[src/dbg_pkg.sv]
// shared constants and types for the debug breakpoint block
// assumes a single 100 MHz clock domain
package dbg_pkg;

  // ************************************************************
  // debug register codes
  // ************************************************************
  localparam logic [4:0] CODE_ATTR = 5'h05;
  localparam logic [4:0] CODE_PCB0 = 5'h08;
  localparam logic [4:0] CODE_PCMASK = 5'h09;
  localparam logic [4:0] CODE_BKCTRL = 5'h07;
  localparam logic [4:0] CODE_PCB1 = 5'h18;
  localparam logic [4:0] CODE_PCB2 = 5'h1A;
  localparam logic [4:0] CODE_PCB3 = 5'h1B;

  // ************************************************************
  // widths and reset values
  // ************************************************************
  localparam int ATTR_W = 8;
  localparam int NUM_PCB = 4;
  localparam logic [7:0] ATTR_RESET = 8'h05;
  localparam logic [31:0] MASK_RESET = 32'hFFFFFFFF;
  localparam logic [3:0] BKCTRL_RESET = 4'h0;
  localparam logic [31:0] PCB_RESET = 32'h00000000;

  // ************************************************************
  // control field positions
  // ************************************************************
  localparam int BK_EN_LO = 0;
  localparam int BK_IRQ_BIT = 4;

  // ************************************************************
  // debug command states
  // ************************************************************
  typedef enum logic [1:0] {
    CMD_IDLE = 2'b00,
    CMD_BUS = 2'b01,
    CMD_DONE = 2'b11
  } cmd_state_t;

endpackage

[src/dbg_cmd_if.sv]
// carrier between the breakpoint register file and the breakpoint comparator
// assumes both ends share clk
`timescale 1ns/100ps
interface dbg_cmd_if;
  logic [31:0] pcAddr [4];
  logic [3:0] pcEnable;
  logic [31:0] pcMask;
  logic [3:0] matchVec;
  modport ctrl (output pcAddr, output pcEnable, output pcMask, input matchVec);
  modport cmp (input pcAddr, input pcEnable, input pcMask, output matchVec);
endinterface

[src/debug_module_breakpoint_trace.sv]
// debug module: pc breakpoints, debug memory command path, combined status
// assumes debugger writes arrive as one-cycle strobes on clk, bus answers with ack
`timescale 1ns/100ps
module debug_module_breakpoint_trace (
  // clock and reset
  input wire logic clk,
  input wire logic rst,
  // debug register writes
  input wire logic regWrite,
  input wire logic [4:0] regCode,
  input wire logic [31:0] regData,
  // debug memory commands
  input wire logic memReq,
  input wire logic memWrite,
  input wire logic [31:0] memAddr,
  input wire logic [31:0] memWdata,
  output logic memDone,
  output logic [31:0] memRdata,
  // system bus
  output logic busReq,
  output logic busWrite,
  output logic [31:0] busAddr,
  output logic [31:0] busWdata,
  output logic [7:0] busAttr,
  input wire logic busAck,
  input wire logic [31:0] busRdata,
  // core
  input wire logic [31:0] pc,
  input wire logic pcValid,
  input wire logic breakpointInput,
  output logic haltReq,
  output logic debugIrq,
  // trace
  input wire logic [3:0] processorStatusLines,
  output logic combinedStatusOutput
);

  // ************************************************************
  // breakpoint register file
  // ************************************************************
  dbg_cmd_if link ();
  logic [31:0] pcb_reg [4];
  logic [31:0] mask_reg;
  logic [3:0] bkctrl_reg;
  logic [7:0] attr_reg;

  wire logic wrAttr = regWrite && regCode == dbg_pkg::CODE_ATTR;
  wire logic wrMask = regWrite && regCode == dbg_pkg::CODE_PCMASK;
  wire logic wrCtrl = regWrite && regCode == dbg_pkg::CODE_BKCTRL;
  wire logic [3:0] wrPcb = {
    regWrite && regCode == dbg_pkg::CODE_PCB3,
    regWrite && regCode == dbg_pkg::CODE_PCB2,
    regWrite && regCode == dbg_pkg::CODE_PCB1,
    regWrite && regCode == dbg_pkg::CODE_PCB0};

  // enables in regData bits 3:0, irq option in bit 4 of the control word
  always_ff @(posedge clk) begin
    if (rst) begin
      attr_reg <= dbg_pkg::ATTR_RESET;
      mask_reg <= dbg_pkg::MASK_RESET;
      bkctrl_reg <= dbg_pkg::BKCTRL_RESET;
    end else begin
      if (wrAttr) attr_reg <= regData[7:0];
      if (wrMask) mask_reg <= regData;
      if (wrCtrl) bkctrl_reg <= regData[dbg_pkg::BK_EN_LO +: dbg_pkg::NUM_PCB];
    end
  end

  logic irqMode_reg;
  always_ff @(posedge clk) begin
    if (rst) begin
      irqMode_reg <= 1'b0;
    end else if (wrCtrl) begin
      irqMode_reg <= regData[dbg_pkg::BK_IRQ_BIT];
    end
  end

  genvar g;
  generate
    for (g = 0; g < dbg_pkg::NUM_PCB; g++) begin : gPcb
      always_ff @(posedge clk) begin
        if (rst) begin
          pcb_reg[g] <= dbg_pkg::PCB_RESET;
        end else if (wrPcb[g]) begin
          pcb_reg[g] <= regData;
        end
      end
      assign link.pcAddr[g] = pcb_reg[g];
    end
  endgenerate

  assign link.pcEnable = bkctrl_reg;
  assign link.pcMask = mask_reg;

  pc_match uMatch (
    .clk(clk),
    .rst(rst),
    .pc(pc),
    .pcValid(pcValid),
    .bus(link.cmp)
  );

  // ************************************************************
  // breakpoint input synchroniser and response
  // ************************************************************
  logic [2:0] bkSync_reg;
  logic bkLevel_reg;
  always_ff @(posedge clk) begin
    if (rst) begin
      bkSync_reg <= 3'b000;
      bkLevel_reg <= 1'b0;
    end else begin
      bkSync_reg <= {bkSync_reg[1:0], breakpointInput};
      if (bkSync_reg[2] == bkSync_reg[1]) bkLevel_reg <= bkSync_reg[1];
    end
  end

  wire logic extHit = bkLevel_reg;
  wire logic pcHit = |link.matchVec;
  wire logic irqPath = extHit && irqMode_reg;
  wire logic haltPath = pcHit || (extHit && !irqMode_reg);

  always_ff @(posedge clk) begin
    if (rst) begin
      haltReq <= 1'b0;
      debugIrq <= 1'b0;
    end else begin
      haltReq <= haltPath;
      debugIrq <= irqPath;
    end
  end

  // ************************************************************
  // combined status output
  // ************************************************************
  logic [2:0] statSync_reg [4];
  generate
    for (g = 0; g < 4; g++) begin : gStat
      always_ff @(posedge clk) begin
        if (rst) begin
          statSync_reg[g] <= 3'b000;
        end else begin
          statSync_reg[g] <= {statSync_reg[g][1:0], processorStatusLines[g]};
        end
      end
    end
  endgenerate

  wire logic statAgree = statSync_reg[0][2] == statSync_reg[0][1] && statSync_reg[1][2] == statSync_reg[1][1]
    && statSync_reg[2][2] == statSync_reg[2][1] && statSync_reg[3][2] == statSync_reg[3][1];
  wire logic statAnd = statSync_reg[0][1] & statSync_reg[1][1] & statSync_reg[2][1] & statSync_reg[3][1];

  always_ff @(posedge clk) begin
    if (rst) begin
      combinedStatusOutput <= 1'b0;
    end else if (statAgree) begin
      combinedStatusOutput <= statAnd;
    end
  end

  // ************************************************************
  // debug memory command sequencer
  // ************************************************************
  dbg_pkg::cmd_state_t state_reg;
  dbg_pkg::cmd_state_t state_next;
  logic [31:0] hiddenAddr_reg;
  // bus address is the hidden command address register
  assign busAddr = hiddenAddr_reg;

  always_comb begin
    state_next = state_reg;
    unique case (state_reg)
      dbg_pkg::CMD_IDLE: if (memReq) state_next = dbg_pkg::CMD_BUS;
      dbg_pkg::CMD_BUS: if (busAck) state_next = dbg_pkg::CMD_DONE;
      dbg_pkg::CMD_DONE: state_next = dbg_pkg::CMD_IDLE;
      default: state_next = dbg_pkg::CMD_IDLE;
    endcase
  end

  wire logic cmdStart = state_reg == dbg_pkg::CMD_IDLE && memReq;
  wire logic cmdFinish = state_reg == dbg_pkg::CMD_BUS && busAck;

  always_ff @(posedge clk) begin
    if (rst) begin
      state_reg <= dbg_pkg::CMD_IDLE;
      hiddenAddr_reg <= 32'h00000000;
      busReq <= 1'b0;
      busWrite <= 1'b0;
      busWdata <= 32'h00000000;
      busAttr <= 8'h00;
      memDone <= 1'b0;
      memRdata <= 32'h00000000;
    end else begin
      state_reg <= state_next;
      memDone <= cmdFinish;
      if (cmdStart) begin
        hiddenAddr_reg <= memAddr;
        busReq <= 1'b1;
        busWrite <= memWrite;
        busWdata <= memWdata;
        busAttr <= attr_reg;
      end else if (cmdFinish) begin
        busReq <= 1'b0;
        memRdata <= busWrite ? memRdata : busRdata;
      end
    end
  end

endmodule

[src/pc_match.sv]
// four program counter comparators, only entry zero masked
// assumes pc is the executing instruction address on the same clock
`timescale 1ns/100ps
module pc_match (
  // clock
  input wire logic clk,
  input wire logic rst,
  // instruction stream
  input wire logic [31:0] pc,
  input wire logic pcValid,
  // registers and result
  dbg_cmd_if.cmp bus
);

  // ************************************************************
  // comparators
  // ************************************************************
  logic [3:0] hit;
  logic [3:0] matchReg;
  genvar g;
  generate
    for (g = 0; g < dbg_pkg::NUM_PCB; g++) begin : gCmp
      if (g == 0) begin : gMasked
        assign hit[g] = ((pc ^ bus.pcAddr[g]) & bus.pcMask) == 32'h00000000;
      end else begin : gExact
        assign hit[g] = pc == bus.pcAddr[g];
      end
    end
  endgenerate

  always_ff @(posedge clk) begin
    if (rst) begin
      matchReg <= 4'h0;
    end else begin
      matchReg <= hit & bus.pcEnable & {4{pcValid}};
    end
  end

  assign bus.matchVec = matchReg;

endmodule

[config.mk]
export PLATFORM = sky130hd
export DESIGN_NAME = debug_module_breakpoint_trace
export DESIGN_NICKNAME = d
export VERILOG_FILES = /design/src/dbg_pkg.sv /design/src/dbg_cmd_if.sv /design/src/debug_module_breakpoint_trace.sv /design/src/pc_match.sv
export SDC_FILE = /design/constraint.sdc
export NUM_CORES = 1
export LEC_CHECK = 0
export BUFFER_PORTS_ARGS = -buffer_cell sky130_fd_sc_hd__buf_2
export CAP_MARGIN = 20
export CORE_ASPECT_RATIO = 0.75
export CORE_MARGIN = 3
export CORE_UTILIZATION = 60
export CTS_BUF_LIST = sky130_fd_sc_hd__clkbuf_4 sky130_fd_sc_hd__clkbuf_8
export CTS_CLUSTER_DIAMETER = 150
export DETAILED_ROUTE_END_ITERATION = 12
export MAX_ROUTING_LAYER = met4
export PLACE_DENSITY = 0.94
export SLEW_MARGIN = 20
export SYNTH_ARGS = -nofsm -noshare
export SYNTH_HDL_FRONTEND = slang
export SYNTH_SLANG_ARGS = --single-unit
[constraint.sdc]
create_clock -name clk -period 10 [get_ports clk]
set_input_delay 2 -clock clk [delete_from_list [all_inputs] [get_ports clk]]
set_output_delay 2 -clock clk [all_outputs]
set_load 0.01 [all_outputs]
**Word level (Yosys, flattened, before mapping)**

Memories as Yosys holds them, arrays and structs flattened.
Index checks and enable logic that the tools add are counted.

- Register bits after elaboration: 165
- Input port bits: 177
- RAM bits: 140
- Output and inout port bits: 110
- Memories: 2

Memories:

| name | words | bits a word | read ports | clocked after Yosys merged registers in | wr ports | line | text |
|---|---|---|---|---|---|---|---|
| pcb_reg | 4 | 32 | 4 | 0 | 4 | debug_module_breakpoint_trace.sv:42 | `logic [31:0] pcb_reg [4];` |
| statSync_reg | 4 | 3 | 4 | 0 | 4 | debug_module_breakpoint_trace.sv:136 | `logic [2:0] statSync_reg [4];` |

- Mux-type cells: 28
- Equal/unequal tests: 18
- Reductions and logical operators: 22
- Bitwise logic cells: 17

Operators by type and width:

| operator | number |
|---|---|
| 2-to-1 mux 32 bit | 4 |
| == test 32 bit | 3 |
| AND 32 bit | 1 |
| logical NOT 32 bit | 1 |
| XOR 32 bit | 1 |
| 2-to-1 mux 1 bit | 17 |
| == test 5 bit (second input constant) | 3 |
| logical AND 1 bit | 14 |
| 2-to-1 mux 3 bit | 4 |
| == test 5 x 3 -> 1 bit (second input constant) | 2 |
| == test 5 x 4 -> 1 bit (second input constant) | 2 |
| AND 4 bit | 2 |
| OR 1 bit | 8 |
| == test 1 bit | 5 |
| 2-to-1 mux 2 bit | 2 |
| inequality test 2 bit (second input constant) | 2 |
| case mux 2 bit (2 select lines) | 1 |
| OR reduction 4 bit | 1 |
| AND 1 bit | 3 |
| AND reduction 3 bit | 1 |
| == test 2 x 1 -> 1 bit (second input constant) | 1 |
| logical NOT 2 bit | 1 |
| NOT 1 bit | 2 |
| AND reduction 2 bit | 1 |
| 3 further kinds | 3 |

**Depth between registers and ports, before layout**

Gate-level depths: netlist of run 1.

- Word-level depth: 6
- Mapped depth: 7
- Mapped depth without buffers: 5

**Cells and area by module**

Synthesis of run 1 repeated with hierarchy kept, for this count alone.

- Cell total of the unflattened synthesis: 1200
- Area, all modules: 12497.0 um2

By module, submodules not included:

| module | instances | cells each | area each (um2) |
|---|---|---|---|
| debug_module_breakpoint_trace | 1 | 1014 | 10903.0 |
| pc_match | 1 | 186 | 1594.0 |

**Worst setup path after synthesis of run 1**

Ideal clock, no wire load.

- Path kind: input-to-reg
- Start: in regCode[2]
- End: mem pcb_reg[1][0], enable pin
- Slack: 4.872 ns
- Data required time: 9.530 ns
- Buffers on the path: 0
- Arrival time: 4.658 ns
- Library setup time: 0.470 ns
- Stages on the path: 2
- Path through: nand4b_1 -> o31ai_1

RTL lines:

| element | line | text |
|---|---|---|
| from (decl) | debug_module_breakpoint_trace.sv:10 | `input wire logic [4:0] regCode,` |
| to (decl) | debug_module_breakpoint_trace.sv:42 |  |

==> impl_metrics.toml, run 1 <==
[power_and_ir_drop]
comb_power_share_pct = 9.5
leakage_nw = 6.327
p_sw_w = 0.0006619
switching_share_pct = 24.43
p_clk_share_pct = 39.5
power_density_nw_per_um2 = 181.9
pwr-share-seq_pct = 51.0
p_int_w = 0.002047
ir_drop_uv = 110.2

[timing]
hold_violations = 0
finalCritPeriodShare_pct = 36.88
finalSetupTns_ns = 0
fmax_mhz = 271.2
finalSetupViolCount = 0
slew_viol_final = 0
tightest_slew_ns = 1.045
fin_skew_ns = 0.02354
rsz0062_at_grt = "false"
slew_headroom_pct = 30.32
min_period_ns = 3.688
holdWs_ns = 0.4366

[outcome]
status = "complete, no violations"

[synthesis]
syn_nets = 1360
yosys.area.top_type = "edfxtp_1"
synthArstFlopShare_pct = 0
syn_inst = 1183
yosys-top-cells-area = "edfxtp_1 (31%), dfxtp_1 (29%), nand2_1 (8.7%)"
synthTopCellsByCount = "nand2_1 (284), dfxtp_1 (177), and2_1 (129)"
netlist.area_leader.share_pct = 31.41
ys.flop_type = "dfxtp_1"
syn_area_um2 = 12240
ys_seq_area_share_pct = 60.37
synth-edff-count = 128
ys_ff_latch = 305
synth_cell_types = 32
syn_avg_cell_area_um2 = 10.34
yosysWarnings = 0
yosys.cell_count.top_type = "nand2_1"

[setup_path]
cp.arrival_ns = 3.99
criticalPathCategory = "in2reg"
crit_slowest_cell = "buf_4"
r2r-start = "pcb_reg[2][11]$_SDFFCE_PN0P_"
ff2ff_path_depth = 5
path_max_fanout = 74
cpMostUsedCell = "buf_4"
cp-start-kind = "input port"
crit_required_ns = 10.31
r2r-end = "uMatch.bus.matchVec[2]$_SDFF_PP0_"
r2r_slack_ns = 7.83
critical-path-max-stage-delay_ns = 0.58
cp-end-kind = "register"
path_cells = "buf_4, inv_2, nand2b_1, nor2_1, buf_4, and2_1"

[route]
vias = 9825
dr.pass1.iters = 5
drt_iter0_drc = 1159
routed_via_density = 5.592
wl_um = 34700
drc = 0
wire_per_inst_um = 19.75
antenna_left = 0

[floorplan]
core-area_um2 = 19710
die_area_um2 = 22160
start_util_pct = 62.09
io_pins = 287
die_x_um = 170.9
fp.dieH_um = 129.7
rows = 44

[run]
maxCapViolCount = 0

[placed_design]
dp_hpwl_um = 23700
gp_congestion = 0.9172
numPortBuffers = 286

[worst_hold_path]
min_path_type = "reg2reg"
whs_endpoint = "statSync_reg[2][1]$_SDFF_PP0_"
hp-start = "statSync_reg[2][0]$_SDFF_PP0_"
holdPathStages = 1

[global_route]
grt_util_all_layers_pct = 31.07
overflow = 0
antenna_found_initial = 1
grt_max_degree = 75
first_global_vias = 9458
grt_pass1_wl_um = 51240

[clock_tree]
clock_path_buffers = 3
clk_pin_slew_ns = 0.06
tritoncts = "built"
clk_latency_ns = 0.56
h-tree-depth = 2
holdBufCountCts = 0
cts-root-buf = "clkbuf_8"
cts.sinks = 305
cts_buffers = 45
cts_setup_buffers = 0
ctsResizeCount = 0

[final_layout]
nNetsFinal = 1644
largest_register_ffs = 128
area_growth_syn_to_layout_pct = 21.71
drive_gt1_share_pct = 26.23
==> per-stage QoR <==
step	setup WS, ns	power [W]	area, um^2	utilization [%]	std cells
floorplan	4.872	0.001529	12240	-	1183
global placement	5.845	0.001643	13880	70.44	1672
detailed placement	5.816	0.001656	13890	70.48	1672
CTS	6.368	0.002712	14860	75.40	1754
global route	6.167	0.002799	14890	75.55	1756
finish	6.312	0.002709	14890	75.57	1757
==> layout by cell type, fill, tap and decap left out, drive strengths merged, types with 3 or more instances in the layout <==
master  instances
buf           298
nand2         284
dfxtp         177
and2          129
edfxtp        128
a21oi         110
xor2          101
clkbuf         71
nand3          34
xnor2          31
nor2           24
nor4           19
nor2b          17
nand4          17
mux2i          13
a22o            6
a221oi          6
clkinv          6
inv             5
nor3            4
nand2b          3
or4             3
o21ai           3
==> kinds of logic (layout without fill, tap and decap cells) <==
group | after synthesis | after routing | share of synthesized area (%)
AND/OR/NAND/NOR | 540 | 540 | 21.41
flip-flops | 305 | 305 | 60.37
other | 0 | 2 | 0
XOR/XNOR | 132 | 132 | 9.448
AO/OA/AOI/OAI | 129 | 129 | 5.746
multiplexers | 13 | 13 | 1.063
buffers and inverters | 64 | 383 | 1.963
==> power groups by stage <==
| stage | logic [W] | registers, W | clock network, W |
|---|---|---|---|
| 2_1_floorplan | 0.000115 | 0.00141 | 0 |
| 3_3_place_gp | 0.000241 | 0.00140 | 0 |
| 3_5_place_dp | 0.000248 | 0.00141 | 0 |
| 4_1_cts | 0.000251 | 0.00138 | 0.00108 |
| 5_1_grt | 0.000277 | 0.00139 | 0.00114 |
| 6_report | 0.000257 | 0.00138 | 0.00107 |
==> how the worst max path moves through the flow <==
stage,start,endpoint,cells after the start
after floorplan,regCode[2],pcb_reg[1][0]$_SDFFCE_PN0P_,2
after global placement,rst,pcb_reg[3][18]$_SDFFCE_PN0P_,6
after detailed placement,rst,pcb_reg[3][13]$_SDFFCE_PN0P_,6
after CTS,rst,pcb_reg[3][24]$_SDFFCE_PN0P_,6
after global routing,rst,pcb_reg[3][8]$_SDFFCE_PN0P_,6
final,rst,pcb_reg[3][17]$_SDFFCE_PN0P_,6
==> layer usage <==
metal	share of wire (%)	wire length [um]	global-route usage (%)	up-vias
li1	-	-	-	4529
met2	48	16600	47.10	543
met3	11	3788	8.783	70
met4	2.4	825	9.272	0
met5	0	0	-	-
met1	39	13480	41.22	4683
==> critical path: cells and delay by family <==
kind,cells,cell delay (ns)
buffers and inverters,3,1.37
and+or+nand+nor,3,0.57
==> final cells by class <==
cell class	instances	area, um^2
Fill cell	1243	4816
Antenna cell	2	5.005
Tap cell	253	316.6
Clock buffer	71	858.3
Clock inverter	11	111.4
Multi-Input combinational cell	814	4659
Inverter	3	11.26
Timing Repair Buffer	298	1544
Sequential cell	305	7387
Power figures use the tool's default switching activity.
==> run 2, diff against run 1 <==
--- a/config.mk
+++ b/config.mk
@@ -9,12 +9,12 @@
 export CAP_MARGIN = 20
 export CORE_ASPECT_RATIO = 0.75
 export CORE_MARGIN = 3
-export CORE_UTILIZATION = 60
+export CORE_UTILIZATION = 50
 export CTS_BUF_LIST = sky130_fd_sc_hd__clkbuf_4 sky130_fd_sc_hd__clkbuf_8
 export CTS_CLUSTER_DIAMETER = 150
 export DETAILED_ROUTE_END_ITERATION = 12
 export MAX_ROUTING_LAYER = met4
-export PLACE_DENSITY = 0.94
+export PLACE_DENSITY = 0.84
 export SLEW_MARGIN = 20
 export SYNTH_ARGS = -nofsm -noshare
 export SYNTH_HDL_FRONTEND = slang
==> constraint.sdc (replaced) <==
create_clock -name clk -period 3.1 [get_ports clk]
set_input_delay 0.62 -clock clk [delete_from_list [all_inputs] [get_ports clk]]
set_output_delay 0.62 -clock clk [all_outputs]
set_load 0.01 [all_outputs]
==> impl_metrics.toml, run 2 (synthesized netlist as in run 1, its figures left out) <==
[outcome]
status = "complete, no violations"

[power_and_ir_drop]
power_density_nw_per_um2 = 579.5
leakage_nw = 6.352
ir_drop_uv = 375.9

[global_route]
overflow = 0
grt_pass1_wl_um = 52640
antenna_found_initial = 2
grt_max_degree = 123
grt_util_all_layers_pct = 26.15
first_global_vias = 9497

[clock_tree]
cts.sinks = 305
clk_latency_ns = 0.57
ctsResizeCount = 0
h-tree-depth = 2
cts_buffers = 47
cts_setup_buffers = 0
clock_path_buffers = 3
holdBufCountCts = 0
tritoncts = "built"
cts-root-buf = "clkbuf_8"
clk_pin_slew_ns = 0.06

[setup_path]
criticalPathCategory = "reg2reg"
cp-start-kind = "register"
crit_required_ns = 3.58
cp-end-kind = "register"
cp.arrival_ns = 2.68
path_max_fanout = 1

[route]
wl_um = 34790
routed_via_density = 5.279
antenna_left = 0
dr.pass1.iters = 5
drc = 0
drt_iter0_drc = 900
vias = 9693
wire_per_inst_um = 18.95

[floorplan]
die_x_um = 186.6
core-area_um2 = 23540
io_pins = 287
rows = 48
fp.dieH_um = 141.5
start_util_pct = 51.98
die_area_um2 = 26410

[final_layout]
area_growth_syn_to_layout_pct = 22.86
stdcell_area_um2 = 15030
nNetsFinal = 1650
largest_register_ffs = 128
final_common_cell = "buf_2"
drive_gt1_share_pct = 26.44
layout_common_cells = "buf_2 (285), nand2_1 (284), dfxtp_1 (177)"

[timing]
tightest_slew_ns = 0.7810
finalSetupTns_ns = 0
min_period_ns = 2.193
finalSetupViolCount = 0
slew_viol_final = 0
fmax_mhz = 456.1
finalCritPeriodShare_pct = 70.73
rsz0062_at_grt = "false"
fin_skew_ns = 0.03533
hold_violations = 0
slew_headroom_pct = 47.45
holdWs_ns = 0.2868

[placed_design]
dp_hpwl_um = 24290
numPortBuffers = 286
dpl_cell_area_um2 = 14060
gp_congestion = 0.9293

[worst_hold_path]
min_path_type = "in2reg"

[run]
maxCapViolCount = 0
==> run 2: cell types whose count changed in the layout (fill, tap and decap cells not counted), sizes merged <==
cell    previous run  this run
clkbuf            71        78
buf              298       302
bufinv             2         0
clkinv             6         5
inv                5         4
==> run 2: per-stage QoR <==
step	utilization [%]	setup WS (ns)	cells	total power, W
after global placement	59.72	0.5669	1749	0.005339
final	63.86	0.9073	1836	0.008712
after CTS	63.84	0.9605	1834	0.008751
after global routing	63.86	0.8641	1836	0.009028
after detailed placement	59.72	0.5457	1749	0.005366
after floorplan	-	0.3222	1183	0.004931
==> run 2: where the power goes <==
part	switching [W]	internal (W)
sequential	0.0000878	0.00437
combinational	0.000529	0.000313
clock	0.00152	0.00190
==> run 2: layer usage <==
metal / up-vias / routed length [um] / global-route usage [%]
met3: 65 / 3650 / 6.372
met1: 4576 / 14320 / 35.23
met4: 0 / 794 / 8.032
li1: 4539 / - / -
met2: 513 / 16020 / 39.55
met5: - / 0 / -
==> run 2: layout make-up <==
type	instances	area, um^2
Antenna cell	2	5.005
Timing Repair Buffer	302	1592
Inverter	3	11.26
Multi-Input combinational cell	814	4662
Sequential cell	305	7387
Tap cell	325	406.6
Fill cell	1909	8508
Clock inverter	7	35.03
Clock buffer	78	935.9
==> run 2: worst paths after layout <==
kind | endpoint | cells past startpoint | slack, ns | start
worst max register to register | uMatch.bus.matchVec[3]$_SDFF_PP0_ | 5 | 0.91 | pcb_reg[3][5]$_SDFFCE_PN0P_
worst min register to register | statSync_reg[0][1]$_SDFF_PP0_ | 1 | 0.43 | statSync_reg[0][0]$_SDFF_PP0_
worst min-delay path | statSync_reg[3][0]$_SDFF_PP0_ | 2 | 0.29 | processorStatusLines[3]
worst max-delay path | uMatch.bus.matchVec[3]$_SDFF_PP0_ | 5 | 0.91 | pcb_reg[3][5]$_SDFFCE_PN0P_
==> run 2: critical path: stages, from the launching register on <==
cell,delay (ns)
edfxtp_1,0.37
xor2_1,0.19
nor4_1,0.70
nand4_1,0.15
or4_1,0.56
nor4_2,0.14
==> run 3, diff against run 2 <==
--- a/config.mk
+++ b/config.mk
@@ -5,16 +5,17 @@
 export SDC_FILE = /design/constraint.sdc
 export NUM_CORES = 1
 export LEC_CHECK = 0
+export ABC_AREA = 1
 export BUFFER_PORTS_ARGS = -buffer_cell sky130_fd_sc_hd__buf_2
 export CAP_MARGIN = 20
 export CORE_ASPECT_RATIO = 0.75
 export CORE_MARGIN = 3
-export CORE_UTILIZATION = 50
+export CORE_UTILIZATION = 56
 export CTS_BUF_LIST = sky130_fd_sc_hd__clkbuf_4 sky130_fd_sc_hd__clkbuf_8
 export CTS_CLUSTER_DIAMETER = 150
 export DETAILED_ROUTE_END_ITERATION = 12
 export MAX_ROUTING_LAYER = met4
-export PLACE_DENSITY = 0.84
+export PLACE_DENSITY = 0.88
 export SLEW_MARGIN = 20
 export SYNTH_ARGS = -nofsm -noshare
 export SYNTH_HDL_FRONTEND = slang
==> constraint.sdc (replaced) <==
create_clock -name clk -period 2.09 [get_ports clk]
set_input_delay 0.418 -clock clk [delete_from_list [all_inputs] [get_ports clk]]
set_output_delay 0.418 -clock clk [all_outputs]
set_load 0.01 [all_outputs]
==> impl_metrics.toml, run 3 <==
[timing]
finalCritPeriodShare_pct = 81.06
fin_ws_ns = 0.3959
rsz0062_at_grt = "false"
slew_headroom_pct = 36.96
tightest_slew_ns = 0.9446
fin_skew_ns = 0.02767
slew_viol_final = 0
finalSetupViolCount = 0
min_period_ns = 1.694
finalSetupTns_ns = 0
hold_violations = 0
fmax_mhz = 590.3

[clock_tree]
cts_buffers = 46
holdBufCountCts = 0
clk_latency_ns = 0.58
h-tree-depth = 2
cts.sinks = 305
cts_setup_buffers = 0
ctsResizeCount = 0
cts-root-buf = "clkbuf_8"
clock_path_buffers = 3
tritoncts = "built"
clk_pin_slew_ns = 0.06

[setup_path]
crit_required_ns = 2.59
cp-end-kind = "register"
crit_family = "buffers and inverters"
cp-start-kind = "register"
crit_slowest_cell = "inv_1"
path_cells = "nor2_1, nand2_2, nand2_1, nor2_2, inv_1, nor2_1, nor2_1"
cp.arrival_ns = 2.19
path_max_fanout = 32
critPathBufInv = 1
criticalPathCategory = "reg2reg"
critical-path-max-stage-delay_ns = 0.68
cpMostUsedCell = "nor2_1"

[synthesis]
yosysWarnings = 0
yosys.cell_count.top_type = "nor2_1"
syn_area_um2 = 12510
ys.flop_type = "dfxtp_1"
syn_inst = 1440
synthTopCellsByCount = "nor2_1 (433), nand2_1 (182), dfxtp_1 (177)"
netlist.area_leader.share_pct = 30.74
syn_avg_cell_area_um2 = 8.685
synth-edff-count = 128
yosys.area.top_type = "edfxtp_1"
yosys-top-cells-area = "edfxtp_1 (31%), dfxtp_1 (28%), nor2_1 (13%)"
synth_cell_types = 28
syn_nets = 1617
synthArstFlopShare_pct = 0
ys_seq_area_share_pct = 59.07
ys_ff_latch = 305

[power_and_ir_drop]
leakage_nw = 7.285
ir_drop_uv = 521.8
total_power_w = 0.01343
power_density_nw_per_um2 = 880.6

[route]
drt_iter0_drc = 1462
vias = 10993
drc = 0
routed_via_density = 5.347
dr.pass1.iters = 5
wire_per_inst_um = 17.80
wl_um = 36610
antenna_left = 0

[global_route]
grt_util_all_layers_pct = 30.18
grt_pass1_wl_um = 55080
overflow = 0
first_global_vias = 10489
antenna_found_initial = 3
grt_max_degree = 119

[final_layout]
drive_gt1_share_pct = 22.96
fin_cells = 2056
final_common_cell = "nor2_1"
nNetsFinal = 1905
layout_common_cells = "nor2_1 (433), buf_2 (286), nand2_1 (182)"
area_growth_syn_to_layout_pct = 21.98
largest_register_ffs = 128

[floorplan]
fp.dieH_um = 135.4
die_x_um = 178.6
rows = 46
start_util_pct = 58.10
core-area_um2 = 21530
die_area_um2 = 24180
io_pins = 287

[worst_hold_path]
min_path_type = "in2reg"

[outcome]
status = "complete, no violations"

[placed_design]
dp_hpwl_um = 24940
gp_congestion = 0.9430
dp.cells = 1968
dpl_worst_slack_ns = 0.3644
numPortBuffers = 286

[run]
maxCapViolCount = 0
run 3: changes by cell type after synthesis, sizes merged, moves of 59 or more:
cell / delta
inv: +118
nor2: +414
o21ai: +150
nand2: -99
and2: -129
xor2: -59
a21oi: -95
run 3: layer usage:
layer | global-route usage [%] | wire length (um) | vias up
met5 | - | 0 | -
met4 | 9.213 | 1066 | 0
met3 | 7.591 | 4190 | 99
met2 | 46.28 | 16910 | 627
met1 | 39.91 | 14440 | 5068
li1 | - | - | 5199
run 3: worst min-delay path, delay by kind of cell:
kind | cells | cell delay [ns]
buffers and inverters | 2 | 0.10
AND/OR/NAND/NOR | 1 | 0.06
run 3: logic make-up (layout without fill, tap and decap cells):
logic type                count (synthesis)  count (layout)  share of synthesized area [%]
AOI/OAI and AO/OA                       205             205                          8.934
xor gates and xnor gates                 63              63                          4.412
buffers and inverters                   184             508                          6.033
DFF                                     305             305                          59.07
other                                     0               4                              0
and+or+nand+nor                         683             683                          21.55
run 3: final timing paths:
path,from,end,slack (ns),cells after the start
setup / recovery,state_reg[0]$_SDFFE_PP0P_,memRdata[29]$_SDFFE_PP0P_,0.40,7
hold / removal,processorStatusLines[1],statSync_reg[1][0]$_SDFF_PP0_,0.06,3
setup reg to reg,state_reg[0]$_SDFFE_PP0P_,memRdata[29]$_SDFFE_PP0P_,0.40,7
hold reg to reg,statSync_reg[2][0]$_SDFF_PP0_,statSync_reg[2][1]$_SDFF_PP0_,0.40,2
run 3: stage by stage:
step / util [%] / area (um^2) / hold WS, ns
2_1_floorplan: - / 12510 / 0.3883
3_5_place_dp: 66.10 / 14230 / 0.3921
6_report: 70.87 / 15250 / 0.06130
4_1_cts: 70.82 / 15240 / 0.04666
5_1_grt: 70.86 / 15250 / 0.04745
3_3_place_gp: 66.10 / 14230 / 0.3903
run 3: power by group:
| group | internal (W) | switching (W) | leakage (nW) | total, W |
|---|---|---|---|---|
| registers | 0.00653 | 0.000168 | 2.67 | 0.00669 |
| clock network | 0.00295 | 0.00233 | 0.533 | 0.00529 |
| logic | 0.000529 | 0.000923 | 4.08 | 0.00145 |
run 3: area by class of cell:
cell class / count / area (um^2)
Inverter: 121 / 456.7
Multi-Input combinational cell: 951 / 4364
Clock buffer: 72 / 928.4
Antenna cell: 4 / 10.01
Tap cell: 288 / 360.3
Sequential cell: 305 / 7387
Fill cell: 1653 / 6271
Timing Repair Buffer: 303 / 1659
Clock inverter: 12 / 88.84
